**src/mvtwf_pkg.sv**
```systemverilog
package mvtwf_pkg;

	// ---------------------------------------------------------------
	// Register map, indexed by word on the plain register port
	// ---------------------------------------------------------------
	localparam int ADDR_W = 4;
	localparam logic [ADDR_W-1:0] OFS_TAG1 = 4'h9;
	localparam logic [ADDR_W-1:0] OFS_TAG2 = 4'hA;
	localparam logic [ADDR_W-1:0] OFS_FILT = 4'hB;
	localparam logic [ADDR_W-1:0] OFS_WCSR = 4'hC;
	localparam logic [ADDR_W-1:0] OFS_ISTAT = 4'hD;
	localparam logic [ADDR_W-1:0] OFS_IMASK = 4'hE;
	localparam logic [31:0] RST_WORD = 32'h0000_0000;
	localparam logic [15:0] RST_TAG = 16'h0000;

	// ---------------------------------------------------------------
	// Wake control and status bit positions
	// ---------------------------------------------------------------
	localparam int WCSR_UNI_EN = 9;
	localparam int WCSR_FRAME_SEEN = 6;
	localparam int WCSR_PKT_SEEN = 5;
	localparam int WCSR_FRAME_EN = 2;
	localparam int WCSR_PKT_EN = 1;

	// Interrupt status and mask bit positions.
	localparam int IRQ_W = 4;
	localparam int IRQ_FRAME = 0;
	localparam int IRQ_PKT = 1;
	localparam int IRQ_UNI = 2;
	localparam int IRQ_OVER = 3;

	// ---------------------------------------------------------------
	// Frame geometry
	// ---------------------------------------------------------------
	localparam int POS_W = 12;
	localparam logic [POS_W-1:0] POS_MAX = 12'hFFE;
	localparam logic [POS_W-1:0] POS_TAG_HI = 12'h00C;
	localparam logic [POS_W-1:0] POS_TAG_LO = 12'h00D;
	localparam logic [POS_W-1:0] POS_DA0 = 12'h000;
	localparam logic [POS_W-1:0] LEN_UNTAGGED = 12'd1518;
	localparam logic [POS_W-1:0] LEN_TAGGED = 12'd1522;

	// ---------------------------------------------------------------
	// Wake filter table and address-repeat packet
	// ---------------------------------------------------------------
	localparam int FLT_WORDS = 8;
	localparam int FLT_PTR_W = 3;
	localparam int FLT_MASK = 0;
	localparam int FLT_CMD = 4;
	localparam int FLT_CRC = 6;
	localparam logic [POS_W-1:0] FLT_SPAN = 12'd32;
	localparam logic [15:0] CRC_INIT = 16'hFFFF;
	localparam logic [15:0] CRC_POLY = 16'h8005;
	localparam logic [7:0] SYNC_BYTE = 8'hFF;
	localparam logic [2:0] SYNC_RUN = 3'd6;
	localparam logic [2:0] ADDR_LAST = 3'd5;
	localparam logic [3:0] REP_LAST = 4'd15;

	typedef enum logic [1:0] {
		MP_HUNT = 2'b00,
		MP_ADDR = 2'b01,
		MP_FOUND = 2'b10
	} mvtwf_mp_state_t;

endpackage

```
**src/mvtwf_wake_if.sv**
```systemverilog
`timescale 1ns/1ns
// Carries filter loads and the receive byte stream to the filter table.
interface mvtwf_wake_if;
	logic load_en;
	logic [31:0] load_data;
	logic rx_valid;
	logic rx_sof;
	logic [7:0] rx_data;
	logic [11:0] byte_pos;
	logic frame_match;

	modport source (output load_en, load_data, rx_valid, rx_sof, rx_data, byte_pos,
		input frame_match);
	modport sink (input load_en, load_data, rx_valid, rx_sof, rx_data, byte_pos,
		output frame_match);
endinterface

```
**src/mvtwf_filter.sv**
```systemverilog
`timescale 1ns/1ns
// Wake filter table, loaded through a write-only port, and its frame checker.
module mvtwf_filter import mvtwf_pkg::*; (
	input wire logic sys_clk, // System clock.
	input wire logic reset, // Asynchronous reset, active high.
	mvtwf_wake_if.sink wif // Loads in, match result out.
);

	logic [31:0] table_r [FLT_WORDS];
	logic [31:0] table_nxt [FLT_WORDS];
	logic [FLT_PTR_W-1:0] ptr_r;
	logic [FLT_PTR_W-1:0] ptr_nxt;
	logic [15:0] crc_r;
	logic [15:0] crc_nxt;

	// ---------------------------------------------------------------
	// Load pointer
	// ---------------------------------------------------------------
	// sequential entry load
	// pointer wraps after eight
	// The pointer is three bits wide so the wrap after entry seven is free.
	always_comb begin
		ptr_nxt = ptr_r;
		if (wif.load_en) begin
			ptr_nxt = ptr_r + 3'd1;
		end
	end

	always_ff @(posedge sys_clk or posedge reset) begin
		if (reset) begin
			ptr_r <= '0;
		end else begin
			ptr_r <= ptr_nxt;
		end
	end

	// ---------------------------------------------------------------
	// Table storage, one word per entry
	// ---------------------------------------------------------------
	// no read path exists
	for (genvar g = 0; g < FLT_WORDS; g++) begin : g_entry
		assign table_nxt[g] = (wif.load_en && ptr_r == FLT_PTR_W'(g)) ?
			wif.load_data : table_r[g];
		always_ff @(posedge sys_clk or posedge reset) begin
			if (reset) begin
				table_r[g] <= RST_WORD;
			end else begin
				table_r[g] <= table_nxt[g];
			end
		end
	end

	// ---------------------------------------------------------------
	// Masked CRC over the first bytes of the frame
	// ---------------------------------------------------------------
	// Only the byte mask of filter 0 takes part; the mask covers 32 bytes.
	always_comb begin
		logic fb;
		fb = 1'b0;
		crc_nxt = wif.rx_sof ? CRC_INIT : crc_r;
		if (wif.rx_valid && wif.byte_pos < FLT_SPAN &&
			table_r[FLT_MASK][wif.byte_pos[4:0]]) begin
			for (int i = 0; i < 8; i++) begin
				fb = crc_nxt[15] ^ wif.rx_data[i];
				crc_nxt = {crc_nxt[14:0], 1'b0};
				if (fb) begin
					crc_nxt = crc_nxt ^ CRC_POLY;
				end
			end
		end
	end

	always_ff @(posedge sys_clk or posedge reset) begin
		if (reset) begin
			crc_r <= CRC_INIT;
		end else if (wif.rx_valid) begin
			crc_r <= crc_nxt;
		end
	end

	assign wif.frame_match = table_r[FLT_CMD][0] && (crc_nxt == table_r[FLT_CRC][15:0]);
endmodule

```
**src/mvtwf_top.sv**
```systemverilog
// Our own choice: the strobed register port.
`timescale 1ns/1ns
module mvtwf_top import mvtwf_pkg::*; (
	input wire logic sys_clk, // System clock, 100 MHz.
	input wire logic reset, // Asynchronous reset, active high.
	input wire logic [ADDR_W-1:0] reg_addr, // Register word index.
	input wire logic [31:0] reg_wdata, // Write data.
	input wire logic reg_wr, // Write strobe.
	input wire logic reg_rd, // Read strobe.
	output logic [31:0] reg_rdata, // Read data, the cycle after reg_rd.
	input wire logic rx_valid, // Receive byte valid.
	input wire logic rx_sof, // First byte of a frame.
	input wire logic rx_eof, // Last byte of a frame.
	input wire logic rx_good, // Frame passed its checks, with rx_eof.
	input wire logic [7:0] rx_data, // Receive byte.
	input wire logic [47:0] station_addr, // Own address, first byte lowest.
	input wire logic power_save, // Device is in power-saving mode.
	output logic tag1_hit, // Current frame carries the first tag.
	output logic tag2_hit, // Current frame carries the second tag.
	output logic [POS_W-1:0] frame_len_max, // Legal length of current frame.
	output logic oversize, // Pulse: frame ended beyond its legal length.
	output logic wake_event, // Pulse: an enabled wake event occurred.
	output logic irq // Interrupt, high while an unmasked status bit is set.
);

	mvtwf_wake_if wif ();

	logic [15:0] tag1_r, tag1_nxt, tag2_r, tag2_nxt;
	logic uni_en_r, uni_en_nxt, frame_en_r, frame_en_nxt, pkt_en_r, pkt_en_nxt;
	logic frame_seen_r, frame_seen_nxt, pkt_seen_r, pkt_seen_nxt;
	logic [IRQ_W-1:0] istat_r, istat_nxt, imask_r, imask_nxt;
	logic [31:0] rdata_r, rdata_nxt;
	logic irq_r, irq_nxt;
	logic [POS_W-1:0] cnt_r, cnt_nxt, pos;
	logic [7:0] tag_hi_r, tag_hi_nxt;
	logic tag1_hit_r, tag1_hit_nxt, tag2_hit_r, tag2_hit_nxt;
	logic [POS_W-1:0] len_max_r, len_max_nxt;
	logic da0_r, da0_nxt, da0_now;
	logic oversize_r, oversize_nxt, wake_r, wake_nxt;
	mvtwf_mp_state_t mp_r, mp_nxt;
	logic [2:0] run_r, run_nxt, idx_r, idx_nxt;
	logic [3:0] rep_r, rep_nxt;
	logic end_ok, ev_frame, ev_pkt, ev_uni, ev_over;
	logic wr_wcsr, wr_istat;
	logic [31:0] wcsr_view;

	assign reg_rdata = rdata_r;
	assign irq = irq_r;
	assign tag1_hit = tag1_hit_r;
	assign tag2_hit = tag2_hit_r;
	assign frame_len_max = len_max_r;
	assign oversize = oversize_r;
	assign wake_event = wake_r;

	// ---------------------------------------------------------------
	// Filter table
	// ---------------------------------------------------------------
	// loads steered to the table
	assign wif.load_en = reg_wr && reg_addr == OFS_FILT;
	assign wif.load_data = reg_wdata;
	assign wif.rx_valid = rx_valid;
	assign wif.rx_sof = rx_sof;
	assign wif.rx_data = rx_data;
	assign wif.byte_pos = pos;

	mvtwf_filter u_filter (
		.sys_clk(sys_clk),
		.reset(reset),
		.wif(wif)
	);

	// ---------------------------------------------------------------
	// Frame position and tag detection
	// ---------------------------------------------------------------
	// The count saturates so that a runaway frame still reads as too long.
	always_comb begin
		pos = rx_sof ? '0 : cnt_r;
		cnt_nxt = cnt_r;
		tag_hi_nxt = tag_hi_r;
		tag1_hit_nxt = tag1_hit_r;
		tag2_hit_nxt = tag2_hit_r;
		len_max_nxt = len_max_r;
		da0_nxt = da0_r;
		if (rx_valid) begin
			cnt_nxt = (pos == POS_MAX) ? pos : pos + 12'd1;
			if (rx_sof) begin
				tag1_hit_nxt = 1'b0;
				tag2_hit_nxt = 1'b0;
				len_max_nxt = LEN_UNTAGGED;
			end
			if (pos == POS_DA0) begin
				da0_nxt = rx_data[0];
			end
			if (pos == POS_TAG_HI) begin
				tag_hi_nxt = rx_data;
			end
			if (pos == POS_TAG_LO) begin
				tag1_hit_nxt = {tag_hi_r, rx_data} == tag1_r;
				tag2_hit_nxt = {tag_hi_r, rx_data} == tag2_r;
				len_max_nxt = (tag1_hit_nxt || tag2_hit_nxt) ? LEN_TAGGED : LEN_UNTAGGED;
			end
		end
	end

	always_ff @(posedge sys_clk or posedge reset) begin
		if (reset) begin
			cnt_r <= '0;
			tag_hi_r <= '0;
			tag1_hit_r <= 1'b0;
			tag2_hit_r <= 1'b0;
			len_max_r <= LEN_UNTAGGED;
			da0_r <= 1'b0;
		end else begin
			cnt_r <= cnt_nxt;
			tag_hi_r <= tag_hi_nxt;
			tag1_hit_r <= tag1_hit_nxt;
			tag2_hit_r <= tag2_hit_nxt;
			len_max_r <= len_max_nxt;
			da0_r <= da0_nxt;
		end
	end

	// ---------------------------------------------------------------
	// Address-repeat packet detector
	// ---------------------------------------------------------------
	// packet hunt
	// A mismatch restarts the hunt; an address that itself starts with a sync
	// byte may be missed, which is accepted for a small detector.
	always_comb begin
		mp_nxt = mp_r;
		run_nxt = run_r;
		idx_nxt = idx_r;
		rep_nxt = rep_r;
		if (rx_valid) begin
			if (rx_sof) begin
				mp_nxt = MP_HUNT;
				run_nxt = '0;
			end
			case (rx_sof ? MP_HUNT : mp_r)
				MP_HUNT: begin
					if (rx_data == SYNC_BYTE) begin
						run_nxt = (run_nxt == SYNC_RUN) ? SYNC_RUN : run_nxt + 3'd1;
					end else if (run_nxt == SYNC_RUN && rx_data == station_addr[7:0]) begin
						mp_nxt = MP_ADDR;
						idx_nxt = 3'd1;
						rep_nxt = '0;
					end else begin
						run_nxt = '0;
					end
				end
				MP_ADDR: begin
					if (rx_data == station_addr[8*idx_r +: 8]) begin
						idx_nxt = (idx_r == ADDR_LAST) ? 3'd0 : idx_r + 3'd1;
						if (idx_r == ADDR_LAST) begin
							rep_nxt = rep_r + 4'd1;
							if (rep_r == REP_LAST) begin
								mp_nxt = MP_FOUND;
							end
						end
					end else begin
						mp_nxt = MP_HUNT;
						run_nxt = (rx_data == SYNC_BYTE) ? 3'd1 : 3'd0;
					end
				end
				MP_FOUND: begin
					mp_nxt = MP_FOUND;
				end
				default: begin
					mp_nxt = MP_HUNT;
				end
			endcase
		end
	end

	always_ff @(posedge sys_clk or posedge reset) begin
		if (reset) begin
			mp_r <= MP_HUNT;
			run_r <= '0;
			idx_r <= '0;
			rep_r <= '0;
		end else begin
			mp_r <= mp_nxt;
			run_r <= run_nxt;
			idx_r <= idx_nxt;
			rep_r <= rep_nxt;
		end
	end

	// ---------------------------------------------------------------
	// End-of-frame events
	// ---------------------------------------------------------------
	assign end_ok = rx_valid && rx_eof && rx_good;
	assign da0_now = (pos == POS_DA0) ? rx_data[0] : da0_r;
	assign ev_frame = end_ok && frame_en_r && wif.frame_match;
	assign ev_pkt = end_ok && pkt_en_r && mp_nxt == MP_FOUND;
	assign ev_uni = end_ok && uni_en_r && power_save && !da0_now;
	assign ev_over = rx_valid && rx_eof && (pos + 12'd1) > len_max_nxt;

	// ---------------------------------------------------------------
	// Registers, status and interrupt
	// ---------------------------------------------------------------
	assign wr_wcsr = reg_wr && reg_addr == OFS_WCSR;
	assign wr_istat = reg_wr && reg_addr == OFS_ISTAT;
	assign wcsr_view = {22'h0, uni_en_r, 2'b00, frame_seen_r, pkt_seen_r, 2'b00,
		frame_en_r, pkt_en_r, 1'b0};

	// Seen flags and status bits clear on a written one, but a new event in
	// the same cycle wins so that no wake is lost.
	always_comb begin
		tag1_nxt = tag1_r;
		tag2_nxt = tag2_r;
		uni_en_nxt = uni_en_r;
		frame_en_nxt = frame_en_r;
		pkt_en_nxt = pkt_en_r;
		imask_nxt = imask_r;
		frame_seen_nxt = frame_seen_r;
		pkt_seen_nxt = pkt_seen_r;
		istat_nxt = istat_r;
		if (reg_wr && reg_addr == OFS_TAG1) begin
			tag1_nxt = reg_wdata[15:0];
		end
		if (reg_wr && reg_addr == OFS_TAG2) begin
			tag2_nxt = reg_wdata[15:0];
		end
		if (reg_wr && reg_addr == OFS_IMASK) begin
			imask_nxt = reg_wdata[IRQ_W-1:0];
		end
		if (wr_wcsr) begin
			uni_en_nxt = reg_wdata[WCSR_UNI_EN];
			frame_en_nxt = reg_wdata[WCSR_FRAME_EN];
			pkt_en_nxt = reg_wdata[WCSR_PKT_EN];
			frame_seen_nxt = frame_seen_r && !reg_wdata[WCSR_FRAME_SEEN];
			pkt_seen_nxt = pkt_seen_r && !reg_wdata[WCSR_PKT_SEEN];
		end
		if (wr_istat) begin
			istat_nxt = istat_r & ~reg_wdata[IRQ_W-1:0];
		end
		frame_seen_nxt = frame_seen_nxt || ev_frame;
		pkt_seen_nxt = pkt_seen_nxt || ev_pkt;
		istat_nxt = istat_nxt | {ev_over, ev_uni, ev_pkt, ev_frame};
		irq_nxt = |(istat_nxt & imask_nxt);
		wake_nxt = ev_frame || ev_pkt || ev_uni;
		oversize_nxt = ev_over;
	end

	always_comb begin
		rdata_nxt = RST_WORD;
		if (reg_rd) begin
			case (reg_addr)
				OFS_TAG1: rdata_nxt = {16'h0000, tag1_r};
				OFS_TAG2: rdata_nxt = {16'h0000, tag2_r};
				OFS_WCSR: rdata_nxt = wcsr_view;
				OFS_ISTAT: rdata_nxt = {28'h0, istat_r};
				OFS_IMASK: rdata_nxt = {28'h0, imask_r};
				default: rdata_nxt = RST_WORD;
			endcase
		end
	end

	always_ff @(posedge sys_clk or posedge reset) begin
		if (reset) begin
			tag1_r <= RST_TAG;
			tag2_r <= RST_TAG;
			uni_en_r <= 1'b0;
			frame_en_r <= 1'b0;
			pkt_en_r <= 1'b0;
			frame_seen_r <= 1'b0;
			pkt_seen_r <= 1'b0;
			istat_r <= '0;
			imask_r <= '0;
			irq_r <= 1'b0;
			wake_r <= 1'b0;
			oversize_r <= 1'b0;
			rdata_r <= RST_WORD;
		end else begin
			tag1_r <= tag1_nxt;
			tag2_r <= tag2_nxt;
			uni_en_r <= uni_en_nxt;
			frame_en_r <= frame_en_nxt;
			pkt_en_r <= pkt_en_nxt;
			frame_seen_r <= frame_seen_nxt;
			pkt_seen_r <= pkt_seen_nxt;
			istat_r <= istat_nxt;
			imask_r <= imask_nxt;
			irq_r <= irq_nxt;
			wake_r <= wake_nxt;
			oversize_r <= oversize_nxt;
			rdata_r <= rdata_nxt;
		end
	end
endmodule

```
**config.mk**
```make
export PLATFORM = sky130hd
export DESIGN_NAME = mvtwf_top
export DESIGN_NICKNAME = d
export VERILOG_FILES = /design/src/mvtwf_pkg.sv /design/src/mvtwf_wake_if.sv /design/src/mvtwf_filter.sv /design/src/mvtwf_top.sv
export SDC_FILE = /design/constraint.sdc
export NUM_CORES = 1
export LEC_CHECK = 0
export BUFFER_PORTS_ARGS = -buffer_cell sky130_fd_sc_hd__buf_2
export CAP_MARGIN = 40
export CORE_ASPECT_RATIO = 0.9
export CORE_MARGIN = 10
export CORE_UTILIZATION = 54
export CTS_BUF_LIST = sky130_fd_sc_hd__clkbuf_4
export DETAILED_ROUTE_END_ITERATION = 7
export GPL_ROUTABILITY_DRIVEN = 0
export PLACE_DENSITY = 0.81
export SYNTH_ARGS = -nofsm -noshare
export SYNTH_HDL_FRONTEND = slang
export SYNTH_SLANG_ARGS = --single-unit
```
**constraint.sdc**
```tcl
create_clock -name sys_clk -period 5.8 [get_ports sys_clk]
set_input_delay 0.87 -clock sys_clk [delete_from_list [all_inputs] [get_ports sys_clk]]
set_output_delay 0.87 -clock sys_clk [all_outputs]
set_load 0.005 [all_outputs]
```
==> impl_metrics.ini <==
[status]
status = finished clean

[power_and_ir_drop]
power_leakage_nw = 5.27
total_power_mw = 3.37
peakVddDrop_mv = 0.211
power.density_nw_per_um2 = 292

[logic_synthesis]
yosysUniqueCellTypes = 73
ys_warn_count = 0
synth_flop_cell = dfrtp_1
async_reset_ff_frac = 1.00
syn_inst = 1010
ys_seq_area_frac = 0.434
synth_seq_cells = 179
synth_edf_count = 0
syn_area_per_cell_um2 = 10.3
netlist_area_um2 = 10400

[sta]
fmax_mhz = 249
finalCriticalPeriod_ps = 4020
post-route-period-util = 0.694
worst_slew_pin_slew_ps = 903
slew_viol_final = 0
fin_skew_ps = 30.3
rsz0062_at_grt = no
slew_headroom = 0.396
setup_ws_ps = 1780
hold_viol = 0
fin_setup_tns_ps = 0
finalSetupViolCount = 0

[flow_run]
max_cap_violations = 0

[drt]
dr.pass1.iters = 8
wirelength_um = 28000
drt_iter0_markers = 859
ant_nets = 0
routed_via_density = 6.09
wl_per_cell_um = 20.1
drc = 0
vias = 8470

[min_path]
hold_class = in2async

[cells_and_area]
final_nets = 1250
layout-drive-gt1-share = 0.280
area_growth_pct = 11.0

[global_routing]
grt_pass1_vias = 8259
grt_use_met1 = 0.295
globalRouteOverflowTotal = 0
grt_antenna_before_repair = 1
use_met2 = 0.320
use_met3 = 0.0516
grt_usage = 0.216
grt_pass1_wl_um = 44100
grt_start_max_net_pins = 74
top_usage_layer = met2

[floorplanning]
dieArea_um2 = 25200
start_util = 0.546
row_count = 48
dieHeight_um = 152
core_area_um2 = 19000
die_width_um = 166
io_pins = 150

[critical_path]
cp_max_fo = 14
crit_required_ps = 6330
critPathKind = reg2reg
start_kind = flop
rr_worst_depth = 10
arrival_ps = 4550
cpMaxStageDelayCell = nor2_1
critical_path.cell_chain = buf_4 -> mux4_2 -> nand2_1 -> o211ai_2 -> and4_1 -> nor2_1 -> a2111oi_0 -> a2111oi_4 -> nand4_1 -> o21ai_1
endpoint_kind = flop
cp_slowest_stage_delay_ps = 610

[clock_tree]
postCtsSetupBuffers = 0
cts.clk_slew.worst_paths_ps = 160
cts_tree = built
cts_buffer_depth = 2
clock_sinks = 179
htreeDepth = 4
cts_resized = 0
hold_buffers = 0
numCtsBuffers = 17
insertion_delay_ps = 600
clockRootBuffer = clkbuf_4

[placed_design]
dp_hpwl_um = 21200
dp_slack_ps = 1250
io_buffer_count = 133
-- sequential cells by signal (all words and copies together), names as in the netlist, 2 cells and up --
signal / count
reg_rdata: 16
u_filter.ptr_r: 3
istat_r: 4
rep_r: 4
run_r: 3
cnt_r: 12
tag_hi_r: 8
idx_r: 3
u_filter.crc_r: 16
frame_len_max: 12
u_filter.table_r: 49
tag1_r: 16
imask_r: 4
mp_r: 2
tag2_r: 16
-- logic make-up after synthesis --
group	Yosys count	synth area share
AND/OR/NAND/NOR	301	0.143
AO/OA/AOI/OAI	190	0.128
flip-flops	179	0.434
multiplexers	124	0.142
buffers and inverters	103	0.0466
XOR/XNOR	90	0.0785
adder cells (fa/ha/maj)	22	0.0265
other	1	0.000361
-- cells in the mapped netlist, types with 6 or more instances --
| cell type | n | area share |
|---|---|---|
| nand2b_1 | 15 | 0.0090 |
| mux4_2 | 9 | 0.020 |
| o22a_1 | 7 | 0.0059 |
| inv_1 | 40 | 0.014 |
| dfstp_2 | 24 | 0.061 |
| o21ai_1 | 7 | 0.0034 |
| a22oi_1 | 27 | 0.020 |
| xor2_1 | 17 | 0.014 |
| nor2b_1 | 19 | 0.011 |
| nand4_1 | 27 | 0.016 |
| and3_1 | 11 | 0.0066 |
| a221oi_1 | 10 | 0.0084 |
| mux2i_1 | 15 | 0.014 |
| nor3_1 | 10 | 0.0048 |
| nand3_1 | 24 | 0.012 |
| nor4_1 | 11 | 0.0066 |
| xnor2_1 | 71 | 0.060 |
| or3_1 | 6 | 0.0036 |
| a21o_1 | 13 | 0.0094 |
| nand2_1 | 59 | 0.021 |
| clkbuf_1 | 24 | 0.0087 |
| nor2_1 | 97 | 0.035 |
| buf_4 | 18 | 0.013 |
| buf_1 | 8 | 0.0029 |
| buf_2 | 9 | 0.0043 |
| o31ai_1 | 6 | 0.0043 |
| o22ai_1 | 8 | 0.0048 |
| ha_1 | 22 | 0.026 |
| a21oi_1 | 30 | 0.014 |
| o21ai_0 | 33 | 0.016 |
| mux2_2 | 99 | 0.11 |
| and2_1 | 7 | 0.0042 |
| dfrtp_1 | 155 | 0.37 |
-- worst max-delay path, delay by kind of cell, from the launching register on --
family          cells  cell delay (ps)
compound gates      4             1120
flops               1              580
buf+inv             1              320
mux                 1              540
simple gates        4             1400
-- power by group --
group	internal, mW	total, mW	switching (mW)
combinational	0.438	0.882	0.444
clock	0.284	0.767	0.483
sequential	1.48	1.72	0.239
total	2.21	3.37	1.17
-- routing by layer --
layer,wire length [um],part of all wire,vias to the layer above
li1,-,-,3844
met1,11800,0.42,4093
met2,12500,0.45,452
met3,2640,0.094,81
met4,1030,0.037,0
met5,0,0,-
-- worst paths after layout --
check	from	endpoint	slack, ps
max	cnt_r[0]	frame_seen_r	1780
max reg2reg	cnt_r[0]	frame_seen_r	1780
min in group sys_clk	reg_wdata[30]	u_filter.table_r[254]	490
max in group asynchronous	reset	tag_hi_r[6]	4310
min	reset	u_filter.table_r[249]	340
min reg2reg	rep_r[3]	rep_r[3]	500
-- per-stage QoR --
step,instances,util,instance area [um2],hold slack (ps)
after detailed placement,1358,0.589,11200,469
final,1391,0.606,11500,344
after global placement,1355,0.587,11200,463
after global routing,1391,0.606,11500,362
after floorplan,1025,-,10400,435
after CTS,1390,0.606,11500,354
-- area by class of cell --
cell class	instances	area, um2
timing repair buffer	145	776
inverter	41	159
fill	1543	7510
tap	250	313
clock buffer	18	135
antenna	1	2.50
clock inverter	14	179
sequential	179	4510
multi-input combinational	743	5460
-- cells in the final DEF (no fill, tap or decap), types with 5 or more instances in the layout --
| cell type | netlist | layout |
|---|---|---|
| o21ai_0 | 33 | 33 |
| mux2i_1 | 15 | 15 |
| nand3_1 | 24 | 24 |
| clkbuf_4 | 1 | 18 |
| nor2b_1 | 19 | 19 |
| inv_6 | 0 | 5 |
| o31ai_1 | 6 | 5 |
| mux2_2 | 99 | 99 |
| inv_1 | 40 | 39 |
| buf_2 | 9 | 133 |
| a22o_1 | 5 | 5 |
| dfrtp_1 | 155 | 155 |
| nand4_1 | 27 | 27 |
| mux4_2 | 9 | 9 |
| nor2_1 | 97 | 97 |
| nor4_1 | 11 | 11 |
| a21oi_1 | 30 | 30 |
| nor3_1 | 10 | 10 |
| ha_1 | 22 | 22 |
| dfstp_2 | 24 | 24 |
| a211oi_1 | 5 | 5 |
| xnor2_1 | 71 | 71 |
| conb_1 | 1 | 16 |
| xor2_1 | 17 | 17 |
| o22a_1 | 7 | 7 |
| inv_8 | 0 | 6 |
| o22ai_1 | 8 | 8 |
| nand2_1 | 59 | 59 |
| and2_1 | 7 | 7 |
| a21o_1 | 13 | 13 |
| and3_1 | 11 | 11 |
| buf_4 | 18 | 11 |
| o21ai_1 | 7 | 7 |
| nand2b_1 | 15 | 15 |
| a22oi_1 | 27 | 27 |
| or3_1 | 6 | 6 |
| a221oi_1 | 10 | 10 |
(Power assumes the default switching activity.)
